`config.mk`:
```
export PLATFORM = sky130hd
export DESIGN_NAME = rghb_cfg
export DESIGN_NICKNAME = d
export VERILOG_FILES = /design/src/rtl/rghb_avs.v /design/src/rtl/rghb_cfg.v
export VERILOG_INCLUDE_DIRS = /design/src /design/src/rtl
export SDC_FILE = /design/constraint.sdc
export NUM_CORES = 1
export LEC_CHECK = 0
export BUFFER_PORTS_ARGS = -buffer_cell sky130_fd_sc_hd__buf_2
export CORE_ASPECT_RATIO = 1.75
export CORE_MARGIN = 4
export CORE_UTILIZATION = 50
export DETAILED_ROUTE_END_ITERATION = 12
export GPL_ROUTABILITY_DRIVEN = 1
export GPL_TIMING_DRIVEN = 0
export PLACE_DENSITY = 0.85
export SYNTH_ARGS = -nofsm -noshare
export SYNTH_HDL_FRONTEND = slang
export SYNTH_SLANG_ARGS = --single-unit
```
`constraint.sdc`:
```
create_clock -name i_clock -period 2.55 [get_ports i_clock]
set_input_delay 0.51 -clock i_clock [delete_from_list [all_inputs] [get_ports i_clock]]
set_output_delay 0.51 -clock i_clock [all_outputs]
set_load 0.05 [all_outputs]
```
`src/rtl/rghb_map.vh`:
```
// register map, field positions and reset values for the gain and echo balance bank
`ifndef RGHB_MAP_VH
`define RGHB_MAP_VH
`define RGHB_ADDR_W 8
`define RGHB_OFF_RX_GAIN 8'h00
`define RGHB_OFF_ECHO_CTRL 8'h04
`define RGHB_OFF_SEC1 8'h08
`define RGHB_OFF_SEC2 8'h0C
`define RGHB_OFF_STATUS 8'h10
`define RGHB_OFF_LEVEL 8'h14
`define RGHB_OFF_INFO 8'h18
`define RGHB_RST_RX_GAIN 8'h00
`define RGHB_RST_ECHO_CTRL 8'h00
`define RGHB_RST_SEC1 8'h00
`define RGHB_RST_SEC2 8'h00
`define RGHB_CTRL_EN_BIT 7
`define RGHB_CTRL_NONINV_BIT 6
`define RGHB_CTRL_SEC2_BIT 5
`define RGHB_ATTEN_MSB 4
`define RGHB_ATTEN_MAX 5'h18
`define RGHB_ATTEN_BASE_QDB 8'h0A
`define RGHB_SEC1_MODE_BIT 7
`define RGHB_SEC1_SET_MSB 6
`define RGHB_SEC2_POLE_MSB 7
`define RGHB_SEC2_POLE_LSB 4
`define RGHB_SEC2_ZERO_MSB 3
`define RGHB_GAIN_REF_CODE 9'h0AE
`define RGHB_ST_WRITTEN_LSB 0
`define RGHB_ST_ACTIVE_BIT 3
`define RGHB_ST_MUTED_BIT 4
`define RGHB_ST_CLAMP_BIT 5
`define RGHB_ST_SEC1_BIT 6
`define RGHB_ST_SEC2_BIT 7
`define RGHB_LVL_ATTEN_LSB 16
`define RGHB_REVISION 8'h01
`endif

```
`src/rtl/rghb_avs.v`:
```
// avalon-mm slave front end with one wait cycle per transfer
`timescale 1ns/1ps
`include "rghb_map.vh"
module rghb_avs (
  input wire i_clock,
  input wire i_rst_b,
  input wire i_read,
  input wire i_write,
  input wire [7:0] i_address,
  input wire [3:0] i_byteenable,
  input wire [31:0] i_writedata,
  input wire [31:0] i_rd_value,
  output reg o_waitrequest,
  output reg [31:0] o_readdata,
  output wire [5:0] o_index,
  output wire o_wr_strobe,
  output wire [7:0] o_wr_data
);
  localparam ST_IDLE = 1'b0;
  localparam ST_ANSWER = 1'b1;
  reg state_r;
  reg state_nxt;

  assign o_index = i_address[7:2];
  // the write lands on the edge where the master sees waitrequest low
  assign o_wr_strobe = (state_r == ST_ANSWER) & i_write & i_byteenable[0];
  assign o_wr_data = i_writedata[7:0];

  always @* begin
    case (state_r)
      ST_IDLE: state_nxt = (i_read | i_write) ? ST_ANSWER : ST_IDLE;
      ST_ANSWER: state_nxt = ST_IDLE;
      default: state_nxt = ST_IDLE;
    endcase
  end

  always @(posedge i_clock or negedge i_rst_b) begin
    if (!i_rst_b) begin
      state_r <= ST_IDLE;
      o_waitrequest <= 1'b1;
      o_readdata <= 32'h0000_0000;
    end else begin
      state_r <= state_nxt;
      o_waitrequest <= ~((state_r == ST_IDLE) & (i_read | i_write));
      if ((state_r == ST_IDLE) & i_read) begin
        o_readdata <= i_rd_value;
      end
    end
  end
endmodule

```
`src/rtl/rghb_cfg.v`:
```
// receive gain and echo balance configuration bank
// Behaviour
// hold an 8-bit receive gain code; each step is 0.1 dB of output level
// host computes the gain code from 200*log10(V/sqrt6)+174, rounded
// either echo filter section can be bypassed on its own
// control bit 7 clear disables cancellation; set enables the path
// control bit 6 clear assumes an inverting echo path; set assumes none
// control bit 5 clear bypasses the high section; set inserts it
// control bits 4..0 set attenuation, -2.5 dB at 00000 to -8.5 dB at 11000
// after reset the cancellation filter stays disabled until programmed
// section one register selects section, mode and setting; all-zero bypasses it
// first-order mode: one real pole, zero at dc, frequency from setting
// section two register places pole and zero independently
// host writes all three balance registers before relying on cancellation
// every register keeps its last written value until rewritten or reset
//
// Decided for this implementation: the Avalon-MM register port and the placing of the registers.
`timescale 1ns/1ps
`include "rghb_map.vh"
module rghb_cfg (
  input wire i_clock,
  input wire i_rst_b,
  input wire i_avs_read,
  input wire i_avs_write,
  input wire [7:0] i_avs_address,
  input wire [3:0] i_avs_byteenable,
  input wire [31:0] i_avs_writedata,
  output wire o_avs_waitrequest,
  output wire [31:0] o_avs_readdata,
  output reg [7:0] o_rx_gain_code,
  output reg o_rx_muted,
  output reg signed [8:0] o_rx_level_tenth_db,
  output reg o_rx_gain_update,
  output reg o_cancel_enable,
  output reg o_cancel_noninvert,
  output reg o_high_freq_section_enable,
  output reg [4:0] o_cancel_attenuation,
  output reg [7:0] o_cancel_atten_quarter_db,
  output reg o_low_freq_section_enable,
  output reg o_low_freq_biquad,
  output reg o_low_freq_zero_at_dc,
  output reg [6:0] o_low_freq_setting,
  output reg [3:0] o_high_freq_pole,
  output reg [3:0] o_high_freq_zero,
  output reg o_balance_update
);
  parameter [7:0] REVISION = `RGHB_REVISION; // arbitrary value

  // word indices; the two low address bits never take part in decoding
  localparam [7:0] OFF_GAIN = `RGHB_OFF_RX_GAIN;
  localparam [7:0] OFF_CTRL = `RGHB_OFF_ECHO_CTRL;
  localparam [7:0] OFF_SEC1 = `RGHB_OFF_SEC1;
  localparam [7:0] OFF_SEC2 = `RGHB_OFF_SEC2;
  localparam [7:0] OFF_STATUS = `RGHB_OFF_STATUS;
  localparam [7:0] OFF_LEVEL = `RGHB_OFF_LEVEL;
  localparam [7:0] OFF_INFO = `RGHB_OFF_INFO;
  localparam [5:0] IX_GAIN = OFF_GAIN[7:2];
  localparam [5:0] IX_CTRL = OFF_CTRL[7:2];
  localparam [5:0] IX_SEC1 = OFF_SEC1[7:2];
  localparam [5:0] IX_SEC2 = OFF_SEC2[7:2];
  localparam [5:0] IX_STATUS = OFF_STATUS[7:2];
  localparam [5:0] IX_LEVEL = OFF_LEVEL[7:2];
  localparam [5:0] IX_INFO = OFF_INFO[7:2];

  wire [5:0] bus_index;
  wire wr_strobe;
  wire [7:0] wr_data;
  reg [31:0] rd_value;

  reg [7:0] receive_gain_r;
  reg [7:0] echo_cancel_control_r;
  reg [7:0] echo_section_one_setting_r;
  reg [7:0] echo_section_two_setting_r;
  reg [2:0] balance_written_r;

  wire wr_gain;
  wire wr_ctrl;
  wire wr_sec1;
  wire wr_sec2;
  wire [2:0] wr_balance;
  wire [4:0] atten_field;
  wire [4:0] atten_clamped;
  wire atten_over;
  wire sec1_selected;
  wire cancel_on;
  wire [8:0] level_diff;
  wire [7:0] atten_qdb;
  reg [7:0] status_value;

  rghb_avs u_avs (
    .i_clock(i_clock),
    .i_rst_b(i_rst_b),
    .i_read(i_avs_read),
    .i_write(i_avs_write),
    .i_address(i_avs_address),
    .i_byteenable(i_avs_byteenable),
    .i_writedata(i_avs_writedata),
    .i_rd_value(rd_value),
    .o_waitrequest(o_avs_waitrequest),
    .o_readdata(o_avs_readdata),
    .o_index(bus_index),
    .o_wr_strobe(wr_strobe),
    .o_wr_data(wr_data)
  );

  assign wr_gain = wr_strobe & (bus_index == IX_GAIN);
  assign wr_ctrl = wr_strobe & (bus_index == IX_CTRL);
  assign wr_sec1 = wr_strobe & (bus_index == IX_SEC1);
  assign wr_sec2 = wr_strobe & (bus_index == IX_SEC2);
  assign wr_balance = {wr_sec2, wr_sec1, wr_ctrl};

  // registers only change on an accepted write or on reset; nothing else touches them
  always @(posedge i_clock or negedge i_rst_b) begin
    if (!i_rst_b) begin
      receive_gain_r <= `RGHB_RST_RX_GAIN;
    end else if (wr_gain) begin
      receive_gain_r <= wr_data;
    end
  end

  // reset value clears the enable so the balance path starts off
  always @(posedge i_clock or negedge i_rst_b) begin
    if (!i_rst_b) begin
      echo_cancel_control_r <= `RGHB_RST_ECHO_CTRL;
    end else if (wr_ctrl) begin
      echo_cancel_control_r <= wr_data;
    end
  end

  always @(posedge i_clock or negedge i_rst_b) begin
    if (!i_rst_b) begin
      echo_section_one_setting_r <= `RGHB_RST_SEC1;
    end else if (wr_sec1) begin
      echo_section_one_setting_r <= wr_data;
    end
  end

  always @(posedge i_clock or negedge i_rst_b) begin
    if (!i_rst_b) begin
      echo_section_two_setting_r <= `RGHB_RST_SEC2;
    end else if (wr_sec2) begin
      echo_section_two_setting_r <= wr_data;
    end
  end

  // sticky per-register flags let software see whether setup is complete
  genvar gi;
  generate
    for (gi = 0; gi < 3; gi = gi + 1) begin : g_written
      always @(posedge i_clock or negedge i_rst_b) begin
        if (!i_rst_b) begin
          balance_written_r[gi] <= 1'b0;
        end else if (wr_balance[gi]) begin
          balance_written_r[gi] <= 1'b1;
        end
      end
    end
  endgenerate

  // codes above 11000 have no defined step, so they are held at the deepest one
  assign atten_field = echo_cancel_control_r[`RGHB_ATTEN_MSB:0];
  assign atten_over = atten_field > `RGHB_ATTEN_MAX;
  assign atten_clamped = atten_over ? `RGHB_ATTEN_MAX : atten_field;
  // 24 steps cover 6 dB, a quarter of a decibel each
  assign atten_qdb = `RGHB_ATTEN_BASE_QDB + {3'h0, atten_clamped};

  assign cancel_on = echo_cancel_control_r[`RGHB_CTRL_EN_BIT];
  assign sec1_selected = |echo_section_one_setting_r;
  // level relative to the 0 dBm0 code, in tenths of a decibel
  assign level_diff = {1'b0, receive_gain_r} - `RGHB_GAIN_REF_CODE;

  always @(posedge i_clock or negedge i_rst_b) begin
    if (!i_rst_b) begin
      o_rx_gain_code <= `RGHB_RST_RX_GAIN;
      o_rx_muted <= 1'b1;
      o_rx_level_tenth_db <= 9'h000;
      o_rx_gain_update <= 1'b0;
    end else begin
      o_rx_gain_code <= receive_gain_r;
      o_rx_muted <= (receive_gain_r == 8'h00);
      o_rx_level_tenth_db <= level_diff;
      o_rx_gain_update <= wr_gain;
    end
  end

  // the analog chain only sees section enables while the path is enabled
  always @(posedge i_clock or negedge i_rst_b) begin
    if (!i_rst_b) begin
      o_cancel_enable <= 1'b0;
      o_cancel_noninvert <= 1'b0;
      o_high_freq_section_enable <= 1'b0;
      o_cancel_attenuation <= 5'h00;
      o_cancel_atten_quarter_db <= `RGHB_ATTEN_BASE_QDB;
    end else begin
      o_cancel_enable <= cancel_on;
      o_cancel_noninvert <= echo_cancel_control_r[`RGHB_CTRL_NONINV_BIT];
      o_high_freq_section_enable <= cancel_on &
        echo_cancel_control_r[`RGHB_CTRL_SEC2_BIT];
      o_cancel_attenuation <= atten_clamped;
      o_cancel_atten_quarter_db <= atten_qdb;
    end
  end

  always @(posedge i_clock or negedge i_rst_b) begin
    if (!i_rst_b) begin
      o_low_freq_section_enable <= 1'b0;
      o_low_freq_biquad <= 1'b0;
      o_low_freq_zero_at_dc <= 1'b0;
      o_low_freq_setting <= 7'h00;
    end else begin
      o_low_freq_section_enable <= cancel_on & sec1_selected;
      o_low_freq_biquad <= echo_section_one_setting_r[`RGHB_SEC1_MODE_BIT];
      // first-order mode: single real pole with its zero pinned at dc
      o_low_freq_zero_at_dc <= cancel_on & sec1_selected &
        ~echo_section_one_setting_r[`RGHB_SEC1_MODE_BIT];
      o_low_freq_setting <= echo_section_one_setting_r[`RGHB_SEC1_SET_MSB:0];
    end
  end

  // pole and zero fields are separate so one can move without the other
  always @(posedge i_clock or negedge i_rst_b) begin
    if (!i_rst_b) begin
      o_high_freq_pole <= 4'h0;
      o_high_freq_zero <= 4'h0;
      o_balance_update <= 1'b0;
    end else begin
      o_high_freq_pole <=
        echo_section_two_setting_r[`RGHB_SEC2_POLE_MSB:`RGHB_SEC2_POLE_LSB];
      o_high_freq_zero <= echo_section_two_setting_r[`RGHB_SEC2_ZERO_MSB:0];
      o_balance_update <= |wr_balance;
    end
  end

  always @* begin
    status_value = 8'h00;
    status_value[`RGHB_ST_WRITTEN_LSB +: 3] = balance_written_r;
    status_value[`RGHB_ST_ACTIVE_BIT] = cancel_on;
    status_value[`RGHB_ST_MUTED_BIT] = (receive_gain_r == 8'h00);
    status_value[`RGHB_ST_CLAMP_BIT] = atten_over;
    status_value[`RGHB_ST_SEC1_BIT] = cancel_on & sec1_selected;
    status_value[`RGHB_ST_SEC2_BIT] = cancel_on & echo_cancel_control_r[`RGHB_CTRL_SEC2_BIT];
  end

  // unmapped words read as zero; writes to them are dropped
  always @* begin
    rd_value = 32'h0000_0000;
    case (bus_index)
      IX_GAIN: rd_value[7:0] = receive_gain_r;
      IX_CTRL: rd_value[7:0] = echo_cancel_control_r;
      IX_SEC1: rd_value[7:0] = echo_section_one_setting_r;
      IX_SEC2: rd_value[7:0] = echo_section_two_setting_r;
      IX_STATUS: rd_value[7:0] = status_value;
      IX_LEVEL: begin
        rd_value[8:0] = level_diff;
        rd_value[`RGHB_LVL_ATTEN_LSB +: 8] = atten_qdb;
      end
      IX_INFO: rd_value[7:0] = REVISION;
      default: rd_value = 32'h0000_0000;
    endcase
  end
endmodule

```
## Yosys cells after proc, flatten, opt, wreduce, memory -nomap -nowiden

Cells that the tools add are included.

- Flip-flop bits (word level): 106
- Bits in latches: 0
- Memory bits (writable): 0
- Memory bits (read-only): 0
- Input bits: 48
- Memories kept: 0

- $add $sub $neg: 2
- $mul: 0
- Divide/modulo/power cells: 0
- Magnitude comparators: 1
- Equal/unequal tests: 6
- Shift operators: 0
- Muxes and demuxes: 6
- Bitwise operators: 15
- Reduce and logical (&&, ||, !) cells: 4

Operators by type and width:

| kind | count |
|---|---|
| $pmux W8 S7 | 1 |
| $eq A6 B3 Y1 const B | 3 |
| $eq A6 B2 Y1 const B | 2 |
| $and A1 B1 Y1 | 11 |
| $sub A8 B8 Y9 const B | 1 |
| $logic_not A8 Y1 | 1 |
| $reduce_or A8 Y1 | 1 |
| $add A4 B5 Y6 const A | 1 |
| $eq A6 B1 Y1 const B | 1 |
| $logic_not A6 Y1 | 1 |
| $mux W6 | 1 |
| $gt A5 B5 Y1 const B | 1 |
| $mux W5 | 1 |
| $not A1 Y1 | 3 |
| $reduce_or A3 Y1 | 1 |
| $mux W1 | 2 |
| $pmux W1 S2 | 1 |
| $or A1 B1 Y1 | 1 |

## Longest topological paths before layout

- Word-level depth: 4
- Depth in mapped cells: 7

## By module

Synthesis repeated with hierarchy kept, for this count alone.

- Cells, all modules: 317
- Area, all modules: 4863.4 µm²

Modules (own cells, without submodules):

| module | instances | cells an instance | area an instance (µm²) | sequential area each (µm²) |
|---|---|---|---|---|
| rghb_cfg | 1 | 228 | 3335.7 | 2130.8 |
| rghb_avs | 1 | 89 | 1527.7 | 852.1 |

## Worst setup path after synthesis

Ideal clock, no wire load.

- Path type: input-to-reg
- Start: input port i_avs_address[5]
- End: register echo_section_one_setting_r[0]
- Arrival: 2.203 ns
- Setup slack: 0.222 ns
- Cell stages on the path: 6
- Cells stage by stage: or3_1 buf_2 or3_1 buf_6 nor3b_4 mux2_2

- Longest elaborated chain between the ends: 2

RTL lines:

| what | line | text |
|---|---|---|
| start, declared | rghb_cfg.v:25 | `input wire [7:0] i_avs_address,` |
| $eq A6 B2 Y1 | rghb_cfg.v:108 | `assign wr_sec1 = wr_strobe & (bus_index == IX_SEC1);` |
| $and A1 B1 Y1 | rghb_cfg.v:108 |  |
| end signal, assigned | rghb_cfg.v:132 | `` echo_section_one_setting_r <= `RGHB_RST_SEC1; `` |
| end signal, assigned | rghb_cfg.v:134 | `echo_section_one_setting_r <= wr_data;` |
| end, declared | rghb_cfg.v:72 | `reg [7:0] echo_section_one_setting_r;` |

No other way between the ends.
A chain may end at the register's enable or synchronous reset.

## Worst setup path after layout

- Start: input port i_avs_address[5]
- End: register echo_section_two_setting_r[2]

- Longest elaborated chain between the ends: 2

RTL lines:

| what | line | text |
|---|---|---|
| $eq A6 B2 Y1 | rghb_cfg.v:109 | `assign wr_sec2 = wr_strobe & (bus_index == IX_SEC2);` |
| $and A1 B1 Y1 | rghb_cfg.v:109 |  |
| end signal, assigned | rghb_cfg.v:140 | `` echo_section_two_setting_r <= `RGHB_RST_SEC2; `` |
| end signal, assigned | rghb_cfg.v:142 | `echo_section_two_setting_r <= wr_data;` |
| end, declared | rghb_cfg.v:73 | `reg [7:0] echo_section_two_setting_r;` |

No other way between the ends.

==> flow_summary.toml <==
[run_status]
status = "completed"

[finish]
diodes = 0
seq_area_um2 = 2560
multiInputGateArea_um2 = 1330
instances_no_fill = 516
fillers = 630
final_layout_size_suffix_gt1_share_pct = 41.3
area_delta_synth_final_pct = 23.3
finalCoreUtilization_pct = 63.0
final_nets = 471

[floorplan]
die_x_um = 76.0
pin_count = 135
rows = 43
die_y_um = 127
initial_utilization_pct = 51.1
die_area_um2 = 9650
core_um2 = 7910

[worst_setup_path]
worstSetupStartpointType = "input pin"
crit_type = "input pin to flip-flop"
cp_max_fo = 10
cp.arrival_ns = 2.55
cp.required_ns = 2.78
worstSetupEndpointType = "flip-flop"

[cts]
clkLatencyLatePin_ns = 0.35
post-cts-setup-buffers = 0
htreeDepth = 3
hold_buffers = 0
postCtsResizedCells = 0
clock_sinks = 102
cts_max_path_buffers = 2
cts_tree = "done"
clk_pin_slew_ns = 0.06
root_buffer = "clkbuf_16"
cts_buffers = 9

[synth]
synth_cell_type_count = 50
synthArstFlopShare_pct = 100
synth_seq_cells = 102
yosys_most_used_dff = "dfrtp_1"
synth.most_common_cell = "dfrtp_1"
ys_seq_area_share_pct = 63.2
synth_top_area_share_pct = 60.6
yosysWarnings = 0
synth_area_um2 = 4040
syn_inst = 306
yosysTopAreaCell = "dfrtp_1"
syn_avg_cell_area_um2 = 13.2
synthTopCellsByCount = "98 x dfrtp_1, 34 x mux2_2, 22 x nand2_1"
synth_edf_count = 0
post_synth_main_area_contributors = "dfrtp_1 61%, mux2_2 9.5%, buf_4 3.9%, dfstp_2 2.6%, o21ai_0 2.1%"

[pwr]
finalPower_uw = 3600
power_leakage_uw = 0.00265
ir_drop_mv = 0.448
cellPowerDensity_nw_per_um2 = 721

[global_route]
grt_pass1_wl_mm = 15.1
overflow = 0
grt.total_usage_pct = 20.0
antenna_found_initial = 0
grt_max_degree = 58
grt_pass1_vias = 2863

[timing]
max_freq_mhz = 430
slew_viol_final = 0
whs_ns = 0.166
slew_headroom_pct = 44.7
rsz0062_at_grt = "no"
setup_viol = 0
fin_worst_skew_ns = 0.00672
worstMarginPinSlew_ns = 0.822
hold_viol = 0
min_period_over_period_pct = 91.2
min_period_ns = 2.33

[job]
drv_cap = 0

[routing]
drt_wl_total_mm = 9.19
via_count = 2763
wl_per_cell_um = 17.8
viasPerCell = 5.35
postRouteAntennaNets = 0
drc_errors = 0
drt_iter0_drc = 148
first_pass_iters = 4

[placed_design]
dpl.cell_count = 500
io_buffers = 85
gp_congestion = 0.886
dp_hpwl_mm = 6.82

[min_path]
hold_path_class = "input pin to async pin"
-- layout by cell type (no fill, tap or decap), drive strengths merged, types with 4 or more instances in the layout --
master	n
buf	112
dfrtp	98
mux2	34
nand2	22
conb	19
clkbuf	19
o21ai	17
nor2	8
a21oi	7
xnor2	6
a22o	5
inv	5
or2	4
a22oi	4
dfstp	4
nor4	4
or3	4
nor3	4
-- layer usage --
metal  GRT usage, %  wire length [um]  vias up
met1           22.2              3260     1375
met2           35.8              5080      105
met4           7.44               237        0
met5              0                 0        -
met3           6.06               615       16
li1               -                 -     1267
-- power breakdown --
group / internal [uW] / switching [uW] / leakage [uW] / total [uW]
sequential: 1690 / 51.9 / 0.00137 / 1750
clock: 789 / 571 / 0.000150 / 1360
combinational: 128 / 360 / 0.00113 / 489
total: 2610 / 984 / 0.00265 / 3600
-- critical path: stages --
cell	delay, ns
buf_2	0.12
or3_1	0.36
buf_2	0.16
or3_1	0.37
buf_6	0.15
nor2_2	0.48
mux2_2	0.40
-- worst paths after layout --
check | startpoint | endpoint | slack [ns] | cells after the start
max | i_avs_address[5] | echo_section_two_setting_r[2]$_DFFE_PN0P_ | 0.22 | 7
min | i_rst_b | o_cancel_atten_quarter_db[0]$_DFF_PN0_ | 0.17 | 1
max reg2reg | u_avs.state_r$_DFF_PN0_ | echo_section_two_setting_r[2]$_DFFE_PN0P_ | 0.49 | 5
min reg2reg | echo_section_two_setting_r[0]$_DFFE_PN0P_ | o_high_freq_zero[0]$_DFF_PN0_ | 0.41 | 0
max in group asynchronous | i_rst_b | o_rx_muted$_DFF_PN1_ | 1.67 | 2
min in group i_clock | echo_section_two_setting_r[0]$_DFFE_PN0P_ | o_high_freq_zero[0]$_DFF_PN0_ | 0.41 | 0
-- kinds of logic (layout without fill, tap and decap cells) --
| group | Yosys count | in the layout | share of synthesized area, % |
|---|---|---|---|
| buffers and inverters | 38 | 140 | 5.69 |
| multiplexers | 39 | 39 | 11.3 |
| AO/OA/AOI/OAI | 48 | 48 | 7.64 |
| XOR/XNOR | 8 | 8 | 1.73 |
| flip-flops | 102 | 102 | 63.2 |
| adder cells (fa/ha/maj) | 2 | 2 | 0.619 |
| AND/OR/NAND/NOR | 68 | 68 | 9.65 |
| other | 1 | 19 | 0.0927 |
-- layout make-up --
class / instances / area share, %
clock buffers: 11 / 4.87
inverters: 4 / 0.301
plain buffers: 34 / 4.32
flip-flops and latches: 102 / 51.3
repair buffers: 86 / 9.13
multi-input cells: 184 / 26.7
well taps: 90 / 2.26
clock inverters: 5 / 1.15
-- state kept, by name, summed over array words and instances (netlist names), 6 cells and up --
register / cells
receive_gain_r: 8
echo_section_one_setting_r: 8
o_rx_gain_code: 7
o_rx_level_tenth_db: 9
o_low_freq_setting: 7
echo_section_two_setting_r: 8
u_avs.o_readdata: 15
o_cancel_atten_quarter_db: 6
echo_cancel_control_r: 8
-- metrics by stage --
stage | instance area, um^2 | setup WS, ns | setup TNS [ns]
after detailed placement | 4680 | -0.375 | -5.28
final | 4990 | 0.224 | 0
after global routing | 4990 | 0.166 | 0
after CTS | 4980 | 0.00243 | 0
after floorplan | 4110 | 0.222 | 0
after global placement | 4650 | -0.453 | -5.77
No activity file was read; power rests on OpenSTA's default activity.
